<file path="src/amse_pkg.sv">
// shared constants for the array move and search engine
// How it works
// - int, signed_double_integer, byte, word both ops; bits move-only
// - move copies count elements source to destination
// - bit arrays start at the start bit of start word
// - bit starts may sit at any bit
// - one-based move indices, zero-based search index, never touch outside arrays
// - ok fails when disabled, a move index is zero or count overruns
// - six comparisons of element against search key
// - search starts at array start plus index
// - stop at first hit or after last element
// - hit sets found flag, one-based position
// - miss clears found flag, position zero
// - out-of-range search index replaced by zero
// - nonzero positions run from one to length
package amse_pkg;
  localparam int ADDR_W = 16;            // data memory word address width
  localparam int IDX_W  = 16;            // index, count and length width
  localparam int WORD_W = 16;            // data memory word width
  localparam int DATA_W = 32;            // widest element (double integer)
  localparam int BYTE_W = 8;             // byte element width
  localparam int BIT_W  = 4;             // bit position inside a word
  // element type codes
  localparam logic [2:0] T_INT  = 3'h0;  // signed 16-bit integer
  localparam logic [2:0] T_SIGNED_DOUBLE_INTEGER = 3'h1;  // signed_double_integer
  localparam logic [2:0] T_BOOL = 3'h2;  // single bit
  localparam logic [2:0] T_BYTE = 3'h3;  // unsigned byte
  localparam logic [2:0] T_WORD = 3'h4;  // unsigned word
  // comparison mode codes
  localparam logic [2:0] C_EQ = 3'h0;
  localparam logic [2:0] C_NE = 3'h1;
  localparam logic [2:0] C_GT = 3'h2;
  localparam logic [2:0] C_GE = 3'h3;
  localparam logic [2:0] C_LT = 3'h4;
  localparam logic [2:0] C_LE = 3'h5;
  // operation select
  localparam logic OP_MOVE   = 1'h0;
  localparam logic OP_SEARCH = 1'h1;
  // tag telling where a returning read word lands
  localparam logic [1:0] TAG_LO  = 2'h0; // low half of element buffer
  localparam logic [1:0] TAG_HI  = 2'h1; // high half of element buffer
  localparam logic [1:0] TAG_DST = 2'h2; // destination word for bit merge
  localparam logic [IDX_W-1:0] IDX_ONE = 16'h0001;
endpackage

</file>
<file path="src/array_move_search_engine.sv">
// array move and array search engine over a word-wide data memory
`timescale 1ns/1ps
module array_move_search_engine
  import amse_pkg::*;
(
  input  wire logic              clk,
  input  wire logic              rst_n,
  input  wire logic              enable,
  input  wire logic              op_sel,
  input  wire logic [2:0]        elem_type,
  input  wire logic [2:0]        cmp_mode,
  input  wire logic [ADDR_W-1:0] source_start,
  input  wire logic [BIT_W-1:0]  source_bit,
  input  wire logic [IDX_W-1:0]  source_index,
  input  wire logic [ADDR_W-1:0] dest_start,
  input  wire logic [BIT_W-1:0]  dest_bit,
  input  wire logic [IDX_W-1:0]  dest_index,
  input  wire logic [IDX_W-1:0]  element_count,
  input  wire logic [IDX_W-1:0]  length,
  input  wire logic [ADDR_W-1:0] search_array_start,
  input  wire logic [IDX_W-1:0]  search_index,
  input  wire logic [DATA_W-1:0] search_key,
  output logic                   busy,
  output logic                   done,
  output logic                   move_ok,
  output logic                   found_flag,
  output logic      [IDX_W-1:0]  position,
  output logic      [ADDR_W-1:0] mem_addr,
  output logic                   mem_rd,
  output logic                   mem_wr,
  output logic      [WORD_W-1:0] mem_wdata,
  input  wire logic [WORD_W-1:0] mem_rdata
);
  typedef enum logic [3:0] {
    IDLE    = 4'h0,                      // waiting for enable
    MV_RD   = 4'h1,                      // issue source low read
    MV_RDH  = 4'h2,                      // issue source high read
    MV_RDD  = 4'h3,                      // issue destination read (bits)
    MV_WAIT = 4'h4,                      // let reads return
    MV_WR   = 4'h5,                      // write low / merged word
    MV_WRH  = 4'h6,                      // write high word
    SR_RD   = 4'h7,                      // issue element low read
    SR_RDH  = 4'h8,                      // issue element high read
    SR_WAIT = 4'h9,                      // let reads return
    SR_CMP  = 4'hA,                      // compare and step
    FIN     = 4'hB                       // one-cycle completion
  } state_type;

  state_type         state_r;            // sequencer state
  state_type         state_nxt;          // next sequencer state
  logic [2:0]        type_r;             // latched element type
  logic [2:0]        mode_r;             // latched comparison mode
  logic [ADDR_W-1:0] src_start_r;        // source or search array start
  logic [BIT_W-1:0]  src_bit_r;          // source start bit
  logic [ADDR_W-1:0] dst_start_r;        // destination start
  logic [BIT_W-1:0]  dst_bit_r;          // destination start bit
  logic [IDX_W-1:0]  src_idx_r;          // zero-based current source index
  logic [IDX_W-1:0]  dst_idx_r;          // zero-based current dest index
  logic [IDX_W-1:0]  left_r;             // elements still to move
  logic [IDX_W-1:0]  len_r;              // latched array length
  logic [DATA_W-1:0] key_r;              // latched search key
  logic [DATA_W-1:0] buf_r;              // element read from memory
  logic [WORD_W-1:0] dword_r;            // destination word for bit merge
  logic              rd_q;               // read strobe one cycle later
  logic [1:0]        tag_r;              // tag of the read on the bus
  logic [1:0]        tag_q;              // tag of the returning word
  logic [ADDR_W-1:0] src_waddr;          // source element word address
  logic [BIT_W-1:0]  src_bpos;           // source element bit
  logic [ADDR_W-1:0] dst_waddr;          // destination element word address
  logic [BIT_W-1:0]  dst_bpos;           // destination element bit
  logic              hit;                // comparator result
  logic              start;              // request taken this cycle
  logic              move_fits;          // bounds check passes
  logic [IDX_W+1:0]  src_end;            // count + source_index - 1
  logic [IDX_W+1:0]  dst_end;            // count + dest_index - 1
  logic              idx_bad;            // search index out of range
  logic              last_elem;          // current element is the last one
  logic [WORD_W-1:0] merged;             // destination word with new bit

  // source / search element address
  elem_addr u_src_addr (
    .base_word (src_start_r),
    .base_bit  (src_bit_r),
    .elem_idx  (src_idx_r),
    .elem_type (type_r),
    .word_addr (src_waddr),
    .bit_pos   (src_bpos)
  );

  // destination element address
  elem_addr u_dst_addr (
    .base_word (dst_start_r),
    .base_bit  (dst_bit_r),
    .elem_idx  (dst_idx_r),
    .elem_type (type_r),
    .word_addr (dst_waddr),
    .bit_pos   (dst_bpos)
  );

  // search comparator
  elem_compare u_cmp (
    .elem      (buf_r),
    .key       (key_r),
    .elem_type (type_r),
    .cmp_mode  (mode_r),
    .hit       (hit)
  );

  // request decode and bounds checks on the live operands
  always_comb begin
    start = (state_r == IDLE) && enable;
    // one-based ends, wide enough that nothing wraps
    src_end = (IDX_W+2)'(element_count) + (IDX_W+2)'(source_index)
              - (IDX_W+2)'(IDX_ONE);
    dst_end = (IDX_W+2)'(element_count) + (IDX_W+2)'(dest_index)
              - (IDX_W+2)'(IDX_ONE);
    // index zero would address before the array start
    move_fits = (src_end <= (IDX_W+2)'(length))
              && (dst_end <= (IDX_W+2)'(length))
              && (source_index != '0) && (dest_index != '0);
    // negative or past-the-end start index
    idx_bad = search_index[IDX_W-1] || (search_index >= length);
    // current element is the array's last one
    last_elem = ((src_idx_r + IDX_ONE) >= len_r);
  end

  // destination word with the moved bit dropped in
  always_comb begin
    merged = dword_r;
    merged[dst_bpos] = buf_r[src_bpos];
  end

  // sequencer next state
  always_comb begin
    state_nxt = state_r;
    case (state_r)
      IDLE: begin
        if (start) begin
          if (op_sel == OP_SEARCH) begin
            // bit type is not searchable; empty array never hits
            if (elem_type == T_BOOL || length == '0) begin
              state_nxt = FIN;
            end else begin
              state_nxt = SR_RD;
            end
          end else if (move_fits && element_count != '0) begin
            state_nxt = MV_RD;
          end else begin
            state_nxt = FIN;
          end
        end
      end
      MV_RD: begin
        if (type_r == T_SIGNED_DOUBLE_INTEGER) begin
          state_nxt = MV_RDH;
        end else if (type_r == T_BOOL) begin
          state_nxt = MV_RDD;
        end else begin
          state_nxt = MV_WAIT;
        end
      end
      MV_RDH:  state_nxt = MV_WAIT;
      MV_RDD:  state_nxt = MV_WAIT;
      MV_WAIT: begin
        // nothing may be written until every read has landed
        if (!mem_rd && !rd_q) begin
          state_nxt = MV_WR;
        end
      end
      // signed_double_integer takes a second write; the last element ends the pass
      MV_WR:   state_nxt = (type_r == T_SIGNED_DOUBLE_INTEGER) ? MV_WRH
                         : (left_r == IDX_ONE) ? FIN : MV_RD;
      MV_WRH:  state_nxt = (left_r == IDX_ONE) ? FIN : MV_RD;
      SR_RD:   state_nxt = (type_r == T_SIGNED_DOUBLE_INTEGER) ? SR_RDH : SR_WAIT;
      SR_RDH:  state_nxt = SR_WAIT;
      SR_WAIT: begin
        if (!mem_rd && !rd_q) begin
          state_nxt = SR_CMP;
        end
      end
      SR_CMP: begin
        // first hit or last element ends the scan
        if (hit || last_elem) begin
          state_nxt = FIN;
        end else begin
          state_nxt = SR_RD;
        end
      end
      FIN:     state_nxt = IDLE;
      default: state_nxt = IDLE;
    endcase
  end

  // state register
  always_ff @(posedge clk) begin
    if (!rst_n) begin
      state_r <= IDLE;
    end else begin
      state_r <= state_nxt;
    end
  end

  // operands latched when a request is taken
  always_ff @(posedge clk) begin
    if (!rst_n) begin
      type_r      <= T_INT;
      mode_r      <= C_EQ;
      src_start_r <= '0;
      src_bit_r   <= '0;
      dst_start_r <= '0;
      dst_bit_r   <= '0;
      len_r       <= '0;
      key_r       <= '0;
    end else if (start) begin
      type_r <= elem_type;
      mode_r <= cmp_mode;
      len_r  <= length;
      key_r  <= search_key;
      // search reuses the source address path, start bit zero
      if (op_sel == OP_SEARCH) begin
        src_start_r <= search_array_start;
        src_bit_r   <= '0;
      end else begin
        src_start_r <= source_start;
        src_bit_r   <= source_bit;
      end
      dst_start_r <= dest_start;
      dst_bit_r   <= dest_bit;
    end
  end

  // element indices and remaining count
  always_ff @(posedge clk) begin
    if (!rst_n) begin
      src_idx_r <= '0;
      dst_idx_r <= '0;
      left_r    <= '0;
    end else if (start) begin
      if (op_sel == OP_SEARCH) begin
        src_idx_r <= idx_bad ? '0 : search_index;
      end else begin
        src_idx_r <= source_index - IDX_ONE;
      end
      dst_idx_r <= dest_index - IDX_ONE;
      left_r    <= element_count;
    end else if ((state_r == MV_WR && type_r != T_SIGNED_DOUBLE_INTEGER)
                 || state_r == MV_WRH) begin
      // step after the element's last write
      src_idx_r <= src_idx_r + IDX_ONE;
      dst_idx_r <= dst_idx_r + IDX_ONE;
      left_r    <= left_r - IDX_ONE;
    end else if (state_r == SR_CMP && !hit) begin
      src_idx_r <= src_idx_r + IDX_ONE;
    end
  end

  // memory strobes, address and write data, all registered
  // one access per cycle, never a read and write together
  always_ff @(posedge clk) begin
    if (!rst_n) begin
      mem_rd    <= 1'h0;
      mem_wr    <= 1'h0;
      mem_addr  <= '0;
      mem_wdata <= '0;
      tag_r     <= TAG_LO;
    end else begin
      mem_rd <= 1'h0;
      mem_wr <= 1'h0;
      case (state_r)
        MV_RD, SR_RD: begin
          mem_rd   <= 1'h1;
          mem_addr <= src_waddr;
          tag_r    <= TAG_LO;
        end
        MV_RDH, SR_RDH: begin
          mem_rd   <= 1'h1;
          mem_addr <= src_waddr + ADDR_W'(IDX_ONE);
          tag_r    <= TAG_HI;
        end
        MV_RDD: begin
          // bit moves merge into the destination word
          mem_rd   <= 1'h1;
          mem_addr <= dst_waddr;
          tag_r    <= TAG_DST;
        end
        MV_WR: begin
          mem_wr   <= 1'h1;
          mem_addr <= dst_waddr;
          case (type_r)
            T_BOOL:  mem_wdata <= merged;
            T_BYTE:  mem_wdata <= WORD_W'(buf_r[BYTE_W-1:0]);
            default: mem_wdata <= buf_r[WORD_W-1:0];
          endcase
        end
        MV_WRH: begin
          mem_wr    <= 1'h1;
          mem_addr  <= dst_waddr + ADDR_W'(IDX_ONE);
          mem_wdata <= buf_r[DATA_W-1:WORD_W];
        end
        default: mem_addr <= mem_addr;
      endcase
    end
  end

  // read return pipeline: data stand the cycle after the strobe
  always_ff @(posedge clk) begin
    if (!rst_n) begin
      rd_q    <= 1'h0;
      tag_q   <= TAG_LO;
      buf_r   <= '0;
      dword_r <= '0;
    end else begin
      rd_q  <= mem_rd;
      tag_q <= tag_r;
      if (rd_q) begin
        case (tag_q)
          TAG_LO: begin
            // single-word types leave the high half clear
            buf_r <= DATA_W'(mem_rdata);
          end
          TAG_HI:  buf_r[DATA_W-1:WORD_W] <= mem_rdata;
          TAG_DST: dword_r <= mem_rdata;
          default: buf_r <= buf_r;
        endcase
      end
    end
  end

  // move result; enable low clears ok at the next clock edge
  always_ff @(posedge clk) begin
    if (!rst_n) begin
      move_ok <= 1'h0;
    end else if (!enable) begin
      move_ok <= 1'h0;
    end else if (start && op_sel == OP_MOVE) begin
      // bit type passes; only the bounds decide
      move_ok <= move_fits;
    end
  end

  // search result, held until the next search ends
  always_ff @(posedge clk) begin
    if (!rst_n) begin
      found_flag <= 1'h0;
      position   <= '0;
    end else if (state_r == SR_CMP && hit) begin
      found_flag <= 1'h1;
      position   <= src_idx_r + IDX_ONE;
    end else if ((state_r == SR_CMP && last_elem)
                 || (start && op_sel == OP_SEARCH
                     && (elem_type == T_BOOL || length == '0))) begin
      found_flag <= 1'h0;
      position   <= '0;
    end
  end

  // status strobes
  always_comb begin
    busy = (state_r != IDLE);
    done = (state_r == FIN);
  end
endmodule

</file>
<file path="src/elem_addr.sv">
// element index to memory word address and bit position
`timescale 1ns/1ps
module elem_addr
  import amse_pkg::*;
(
  input  wire logic [ADDR_W-1:0] base_word,
  input  wire logic [BIT_W-1:0]  base_bit,
  input  wire logic [IDX_W-1:0]  elem_idx,
  input  wire logic [2:0]        elem_type,
  output logic      [ADDR_W-1:0] word_addr,
  output logic      [BIT_W-1:0]  bit_pos
);
  logic [IDX_W:0] bit_sum;               // absolute bit offset from start

  // combinational address arithmetic, zero-based element index
  always_comb begin
    bit_sum = {1'h0, elem_idx} + (IDX_W+1)'(base_bit);
    bit_pos = '0;
    case (elem_type)
      T_BOOL: begin
        // element one is the start bit of the start word, then upward
        // start bit is free, no byte alignment needed
        word_addr = base_word + ADDR_W'(bit_sum >> BIT_W);
        bit_pos   = bit_sum[BIT_W-1:0];
      end
      T_SIGNED_DOUBLE_INTEGER: begin
        // two words per element, low word first
        word_addr = base_word + ADDR_W'({elem_idx, 1'h0});
      end
      default: begin
        // int, word and byte each take one word
        word_addr = base_word + ADDR_W'(elem_idx);
      end
    endcase
  end
endmodule

</file>
<file path="src/elem_compare.sv">
// search comparator: one element against the key
`timescale 1ns/1ps
module elem_compare
  import amse_pkg::*;
(
  input  wire logic [DATA_W-1:0] elem,
  input  wire logic [DATA_W-1:0] key,
  input  wire logic [2:0]        elem_type,
  input  wire logic [2:0]        cmp_mode,
  output logic                   hit
);
  logic signed [DATA_W:0] a_v;           // element, extended one bit
  logic signed [DATA_W:0] k_v;           // key, extended the same way

  // extend both operands so one signed compare serves every type
  always_comb begin
    case (elem_type)
      T_INT: begin
        a_v = {{(DATA_W+1-WORD_W){elem[WORD_W-1]}}, elem[WORD_W-1:0]};
        k_v = {{(DATA_W+1-WORD_W){key[WORD_W-1]}}, key[WORD_W-1:0]};
      end
      T_SIGNED_DOUBLE_INTEGER: begin
        a_v = {elem[DATA_W-1], elem};
        k_v = {key[DATA_W-1], key};
      end
      T_BYTE: begin
        a_v = {{(DATA_W+1-BYTE_W){1'h0}}, elem[BYTE_W-1:0]};
        k_v = {{(DATA_W+1-BYTE_W){1'h0}}, key[BYTE_W-1:0]};
      end
      default: begin
        a_v = {{(DATA_W+1-WORD_W){1'h0}}, elem[WORD_W-1:0]};
        k_v = {{(DATA_W+1-WORD_W){1'h0}}, key[WORD_W-1:0]};
      end
    endcase
  end

  // six comparison modes; unknown code never hits
  always_comb begin
    case (cmp_mode)
      C_EQ:    hit = (a_v == k_v);
      C_NE:    hit = (a_v != k_v);
      C_GT:    hit = (a_v >  k_v);
      C_GE:    hit = (a_v >= k_v);
      C_LT:    hit = (a_v <  k_v);
      C_LE:    hit = (a_v <= k_v);
      default: hit = 1'h0;
    endcase
  end
endmodule

</file>
<file path="config.mk">
export PLATFORM = sky130hd
export DESIGN_NAME = array_move_search_engine
export DESIGN_NICKNAME = d
export VERILOG_FILES = /design/src/amse_pkg.sv /design/src/array_move_search_engine.sv /design/src/elem_addr.sv /design/src/elem_compare.sv
export SDC_FILE = /design/constraint.sdc
export NUM_CORES = 1
export LEC_CHECK = 0
export ABC_AREA = 1
export BUFFER_PORTS_ARGS = -buffer_cell sky130_fd_sc_hd__buf_2
export CORE_ASPECT_RATIO = 1.4
export CORE_MARGIN = 1
export CORE_UTILIZATION = 53
export DETAILED_ROUTE_END_ITERATION = 10
export GPL_TIMING_DRIVEN = 1
export PLACE_DENSITY = 0.8
export SKIP_CTS_REPAIR_TIMING = 1
export SYNTH_ARGS = -nofsm -noshare
export SYNTH_HDL_FRONTEND = slang
export SYNTH_HIERARCHICAL = 1
export SYNTH_SLANG_ARGS = --single-unit
export TNS_END_PERCENT = 5
</file>
<file path="constraint.sdc">
create_clock -name clk -period 5.2 [get_ports clk]
set_input_delay 0.26 -clock clk [delete_from_list [all_inputs] [get_ports clk]]
set_output_delay 0.26 -clock clk [all_outputs]
set_load 0.1 [all_outputs]
</file>
==> results.yml, run 1 <==
floorplanning:
  ios: 248
  die_width_microns: 178
  dieArea_sq_um: 44000
  rows: 89
  core-area_sq_um: 42400
  fp.dieH_microns: 248
  floorplan.initialDensity_pct: 54.0
worst_setup_path:
  critPathLaunchType: "flop"
  cp.required_ps: 5660
  crit_type: "reg -> reg"
  crit_top_cell: "inv_1"
  critPathTopFamily: "simple AND/OR/NAND/NOR gates"
  crit_buf_inv: 7
  cpPeakStageDelay_ps: 470
  cp.arrival_ps: 4840
  worstPathMaxFanout: 7
  crit_slowest_cell: "dfxtp_1"
  endpoint_kind: "flop"
synth:
  ys_seq_area_share_pct: 22.0
  synth_edf_count: 0
  ys_async_sr_fraction_pct: 0
  syn-num-nets: 4133
  yosysTopAreaCellShare_pct: 22.0
  netlist_instances: 3696
  synth_cell_types: 74
  synth-main-ff-cell: "dfxtp_1"
  synth.largest_area_cell: "dfxtp_1"
  synth_area_leaders: "dfxtp_1 (22%), nand2_1 (17%), ha_1 (13%), inv_1 (9.2%), a21oi_1 (7.0%)"
  ys_ff_latch: 251
  synth_area_sq_um: 22900
  postSynthAreaPerCell_sq_um: 6.19
  yosys_warnings: 6
grt:
  grt_use_met2_pct: 56.5
  grt_overflow: 0
  antenna_found_initial: 1
  grt_max_degree: 74
  grtUsageMet1_pct: 39.3
  grt_pass1_vias: 22800
  busiest_layer: "met2"
  grtUsageMet3_pct: 3.39
  grt_use_total_pct: 33.2
  grt_pass1_wl_microns: 115000
finish:
  diodes: 0
  syn_to_final_growth_pct: 15.4
  fill_cells: 4000
  fin_cells: 4548
  largest_registers: "buf_r x32, key_r x32"
  layout_commonest_cell: "nand2_1"
  final_cell_mix: "nand2_1 (1032), inv_1 (558), a21oi_1 (318)"
  fin_util_pct: 62.3
  nets: 4418
  layout-drive-gt1-share_pct: 10.6
power_and_ir_drop:
  p_leak_nw: 13.5
  p_per_area_nw_per_um2: 461
  vdd_drop_max_mv: 0.242
route:
  via_per_inst: 5.57
  drt_iter0_markers: 1922
  vias: 25300
  drc: 0
  routed_wl_microns: 77300
  dr.pass1.iters: 6
  antenna_left: 0
  post_drt_wl_per_cell_microns: 17.0
job:
  maxCapViolCount: 0
min_path:
  hp-class: "in -> reg"
clock_tree:
  cts_max_level: 1
  cts_made_buffers: 27
  clock_sinks: 251
  path_clk_slew_ps: 60
  clk_latency_ps: 580
  root_buffer: "clkbuf_16"
  cts_tree: "yes"
  max-clock-path-buffers: 3
sta:
  setup_ws_ps: 818
  holdWs_ps: -11.4
  rsz0062_at_grt: "false"
  tns_ps: 0
  hold_violations: 2
  clock-skew-final_ps: 14.8
  finalMaxSlewViolations: 0
  setup_viol: 0
  worst_pin_slew_ps: 891
  min_period_over_period_pct: 84.3
  fmax_mhz: 228
  slew_headroom_pct: 40.6
  fin_crit_ps: 4380
place:
  globalplace.congestion: 1.03
  port_buffers: 247
  dp_slack_ps: 972
  dpl.cell_count: 4394
  hpwlAfterDp_microns: 59100
outcome:
  violations: "hold timing"
  status: "finished with violations"
-- worst reg2reg max path: cells and delay by family (launching register included) --
kind | cells | cell delay, ps
adders and majority gates | 3 | 930
and+or+nand+nor | 16 | 1630
AOI/OAI and AO/OA | 5 | 710
buffers and inverters | 7 | 510
DFF | 1 | 470
-- through the flow --
step           area (sq um)  total power [mW]
4_1_cts               25400              11.9
3_3_place_gp          24500              9.86
3_5_place_dp          24500              9.93
6_report              26400              12.2
5_1_grt               26400              13.1
2_1_floorplan         22900              8.10
-- worst paths after layout --
check	end	slack, ps	start	cells after the start
hold reg to reg	tag_q[1]$_SDFF_PN0_	430	tag_r[1]$_SDFFE_PN0P_	2
setup / recovery	mem_addr[15]$_SDFFE_PN0P_	820	dst_idx_r[0]$_SDFFE_PN0P_	31
hold / removal	dst_start_r[2]$_SDFFE_PN0P_	-10	dest_start[2]	3
setup reg to reg	mem_addr[15]$_SDFFE_PN0P_	820	dst_idx_r[0]$_SDFFE_PN0P_	31
-- cell type report --
cell class	count	area [sq um]	area share [%]
multi-input cells	2741	15100	57.3
flip-flops and latches	251	5020	19.0
repair buffers	375	2460	9.31
inverters	585	2210	8.36
clock buffers	40	774	2.93
well taps	546	683	2.59
clock inverters	10	124	0.469
-- synth_stat cells (25+ instances only) --
master and count:
o211ai_1 32, nor2_1 246, nand3_1 229, o21ai_0 208, nand2_1 1033, inv_1 560
nand4_1 32, o21ai_1 25, xnor2_1 25, a31oi_1 54, ha_1 235, nor3_1 48
buf_2 28, a21oi_1 318, dfxtp_1 251, clkbuf_1 76, xor2_1 54
-- per-layer routing --
metal  vias to the layer above  wire length [microns]
met5                         -                     13
met4                         2                   5720
met1                     11400                  29900
met3                       274                   5500
li1                      12600                      -
met2                      1096                  36100
-- power breakdown --
group          switching, mW  internal (mW)
clock                  0.854           1.14
combinational           4.90           2.32
sequential             0.601           2.35
total                   6.36           5.81
-- cells by family after synthesis --
family	share of synthesized area, %
and+or+nand+nor	31.4
DFF	22.0
adders and majority gates	13.5
xor gates and xnor gates	3.02
AOI/OAI and AO/OA	17.8
muxes	0.333
buffers and inverters	12.0
Note: power is estimated with default switching activity, not from simulation.
==> inputs of run 2 (changes only) <==
--- a/config.mk
+++ b/config.mk
@@ -5,14 +5,14 @@
 export SDC_FILE = /design/constraint.sdc
 export NUM_CORES = 1
 export LEC_CHECK = 0
-export ABC_AREA = 1
+export ABC_AREA = 0
 export BUFFER_PORTS_ARGS = -buffer_cell sky130_fd_sc_hd__buf_2
 export CORE_ASPECT_RATIO = 1.4
 export CORE_MARGIN = 1
 export CORE_UTILIZATION = 53
 export DETAILED_ROUTE_END_ITERATION = 10
 export GPL_TIMING_DRIVEN = 1
-export PLACE_DENSITY = 0.8
+export PLACE_DENSITY = 0.83
 export SKIP_CTS_REPAIR_TIMING = 1
 export SYNTH_ARGS = -nofsm -noshare
 export SYNTH_HDL_FRONTEND = slang
==> constraint.sdc (replaced) <==
create_clock -name clk -period 3.8 [get_ports clk]
set_input_delay 0.19 -clock clk [delete_from_list [all_inputs] [get_ports clk]]
set_output_delay 0.19 -clock clk [all_outputs]
set_load 0.1 [all_outputs]
==> run 2 against run 1 <==
Flip-flop and latch count unchanged. The flow finishes with violations (hold timing, setup timing). Area after synthesis down 7.0%. Sequential share of layout area is 1.1 points lower. Power grew 44%. Utilization grew 9.1 points. Worst hold slack better by 2.8 ps. First-iteration DRC count rose by 22%. Die area shrank 6.9%. Final cell count fell by 9.9%.
==> results.yml, run 2 <==
floorplanning:
  core-area_sq_um: 39500
  floorplan.initialDensity_pct: 53.9
  ios: 248
  rows: 86
  dieArea_sq_um: 41000
  die_width_microns: 171
  fp.dieH_microns: 239
worst_setup_path:
  critPathLaunchType: "flop"
  cp.required_ps: 4210
  timing.rr.end: "mem_addr[11]$_SDFFE_PN0P_"
  crit_type: "reg -> reg"
  worstPathMaxFanout: 3
  timing.rr.start: "src_idx_r[0]$_SDFFE_PN0P_"
  crit_path_end: "mem_addr[11]$_SDFFE_PN0P_"
  reg2reg_depth: 24
  rrSetupSlack_ps: -940
  cp.arrival_ps: 5160
  endpoint_kind: "flop"
  cp-startpoint: "src_idx_r[0]$_SDFFE_PN0P_"
place:
  port_buffers: 247
  hpwlAfterDp_microns: 66100
  placed_area_sq_um: 26000
  globalplace.congestion: 1.08
finish:
  layout-drive-gt1-share_pct: 23.1
  largest_registers: "buf_r x32, key_r x32"
  fin_util_pct: 71.3
  final_cell_mix: "nand2_1 (434), buf_4 (415), a21oi_1 (319)"
  layout_commonest_cell: "nand2_1"
  syn_to_final_growth_pct: 32.3
  stdcell_area_sq_um: 28200
  fill_cells: 3216
  nets: 3985
route:
  drc: 0
  routed_wl_microns: 86400
  post_drt_wl_per_cell_microns: 21.1
  vias: 24900
  antenna_left: 0
  drt_iter0_markers: 2342
  dr.pass1.iters: 6
  via_per_inst: 6.07
sta:
  setup_ws_ps: -943
  min_period_over_period_pct: 125
  clock-skew-final_ps: 48.1
  holdWs_ps: -8.54
  fmax_mhz: 211
  rsz0062_at_grt: "true"
  setup_viol: 45
  hold_violations: 4
  slew_headroom_pct: 9.73
  fin_crit_ps: 4740
  worst_pin_slew_ps: 1350
  finalMaxSlewViolations: 0
job:
  maxCapViolCount: 0
synth:
  synth_common_cells: "nand2_1 (438), a21oi_1 (337), dfxtp_1 (251), ha_1 (235), nor2_1 (193)"
  yosys_warnings: 6
  yosysTopAreaCellShare_pct: 23.6
  synth_edf_count: 0
  netlist_instances: 2881
  ys_async_sr_fraction_pct: 0
  synth_area_leaders: "dfxtp_1 (24%), ha_1 (14%), a21oi_1 (7.9%), nand2_1 (7.7%), xnor2_1 (4.0%)"
  synth_cell_types: 99
  ys_ff_latch: 251
  postSynthAreaPerCell_sq_um: 7.39
  synth-main-ff-cell: "dfxtp_1"
  synth_area_sq_um: 21300
  yosysMostFrequentCell: "nand2_1"
  ys_seq_area_share_pct: 23.6
  syn-num-nets: 3318
  synth.largest_area_cell: "dfxtp_1"
clock_tree:
  cts_tree: "yes"
  clk_latency_ps: 600
  root_buffer: "clkbuf_16"
  max-clock-path-buffers: 3
  path_clk_slew_ps: 60
  cts_made_buffers: 28
  clock_sinks: 251
  cts_max_level: 1
grt:
  grt_pass1_vias: 23200
  antenna_found_initial: 3
  grt_overflow: 0
  grt_pass1_wl_microns: 126000
  grt_use_total_pct: 40.0
  grt_max_degree: 98
power_and_ir_drop:
  vdd_drop_max_mv: 0.396
  p_per_area_nw_per_um2: 621
  p_leak_nw: 12.8
outcome:
  status: "finished with violations"
  violations: "hold timing, setup timing"
min_path:
  hp-class: "in -> reg"
## run 2: cell count changes in the layout (fill, tap and decap cells not counted), moves of 36 or more
cell     previous run  this run
nand2_1          1032       434
buf_4              25       415
inv_1             558       190
nand3_1           229        83
o21ai_0           208       131
xnor2_1            25        96
a21o_1             15        74
nor2_1            245       193
mux2i_1             4        53
a31oi_1            54        18
## run 2: worst min-delay path by stage
stage               cells past startpoint            start  slack (ps)                          end
floorplan                               1    dest_index[0]         280    dst_idx_r[0]$_SDFFE_PN0P_
global placement                        3   search_key[23]         430       key_r[23]$_SDFFE_PN0P_
detailed placement                      3   search_key[18]         440       key_r[18]$_SDFFE_PN0P_
CTS                                     3   search_key[21]        -190       key_r[21]$_SDFFE_PN0P_
global route                            3  source_start[8]           3  src_start_r[8]$_SDFFE_PN0P_
finish                                  3  source_start[8]          -9  src_start_r[8]$_SDFFE_PN0P_
## run 2: power by group
| part | leakage, nW | switching, mW | internal (mW) |
|---|---|---|---|
| combinational | 10.3 | 6.73 | 4.47 |
| clock | 0.424 | 1.19 | 1.43 |
| sequential | 2.05 | 0.504 | 3.18 |
| total | 12.8 | 8.43 | 9.07 |
## run 2: metal layers
metal / GRT usage (%) / vias to the layer above / wire (microns)
met2: 67.3 / 1333 / 40600
met3: 6.11 / 375 / 6500
met1: 45.3 / 11600 / 31900
met5: 0 / - / 26
met4: 30.1 / 4 / 7330
li1: - / 11600 / -
## run 2: cell families after synthesis
logic type / count (synthesis) / synth area share [%]
AO/OA/AOI/OAI: 823 / 24.0
XOR/XNOR: 152 / 6.25
adder cells (fa/ha/maj): 243 / 14.6
buffers and inverters: 331 / 5.98
flip-flops: 251 / 23.6
multiplexers: 62 / 3.24
AND/OR/NAND/NOR: 1019 / 22.4
## run 2: through the flow
stage	power, mW	hold WS, ps	setup WS, ps	cells	TNS, ps
6_report	17.5	-8.54	-943	4096	-18780
3_5_place_dp	14.2	440	-1100	3932	-24360
4_1_cts	16.8	-190	-970	3981	-24710
3_3_place_gp	13.9	432	-1010	3932	-20530
2_1_floorplan	10.0	276	-409	2881	-8640
5_1_grt	18.4	3.27	-1160	4096	-30420
## run 2: worst max-delay path, cell delays in order, from the launching register on
cell and delay [ps]:
dfxtp_4 350, ha_4 130, inv_2 40, fa_2 420, nor2b_4 160, o21ai_4 90
nand2_2 90, xnor2_1 110, o21ai_1 90, ha_2 190, fa_2 390, a21o_1 200
a21oi_2 190, o211ai_1 120, a21oi_2 210, xnor2_1 130, nand2_1 80, o21ai_2 100
nand4_1 330, nor2_1 200, a31oi_1 80, or2_1 310, xor2_1 190, a221oi_2 280
a21oi_1 120
## run 2: area by class of cell
cell class | count | area (sq um) | area share [%]
well taps | 528 | 661 | 2.35
inverters | 194 | 733 | 2.60
clock buffers | 39 | 772 | 2.74
repair buffers | 774 | 5510 | 19.6
diodes | 1 | 2.50 | 0.00889
multi-input cells | 2299 | 15300 | 54.5
flip-flops and latches | 251 | 5040 | 17.9
clock inverters | 10 | 87.6 | 0.311
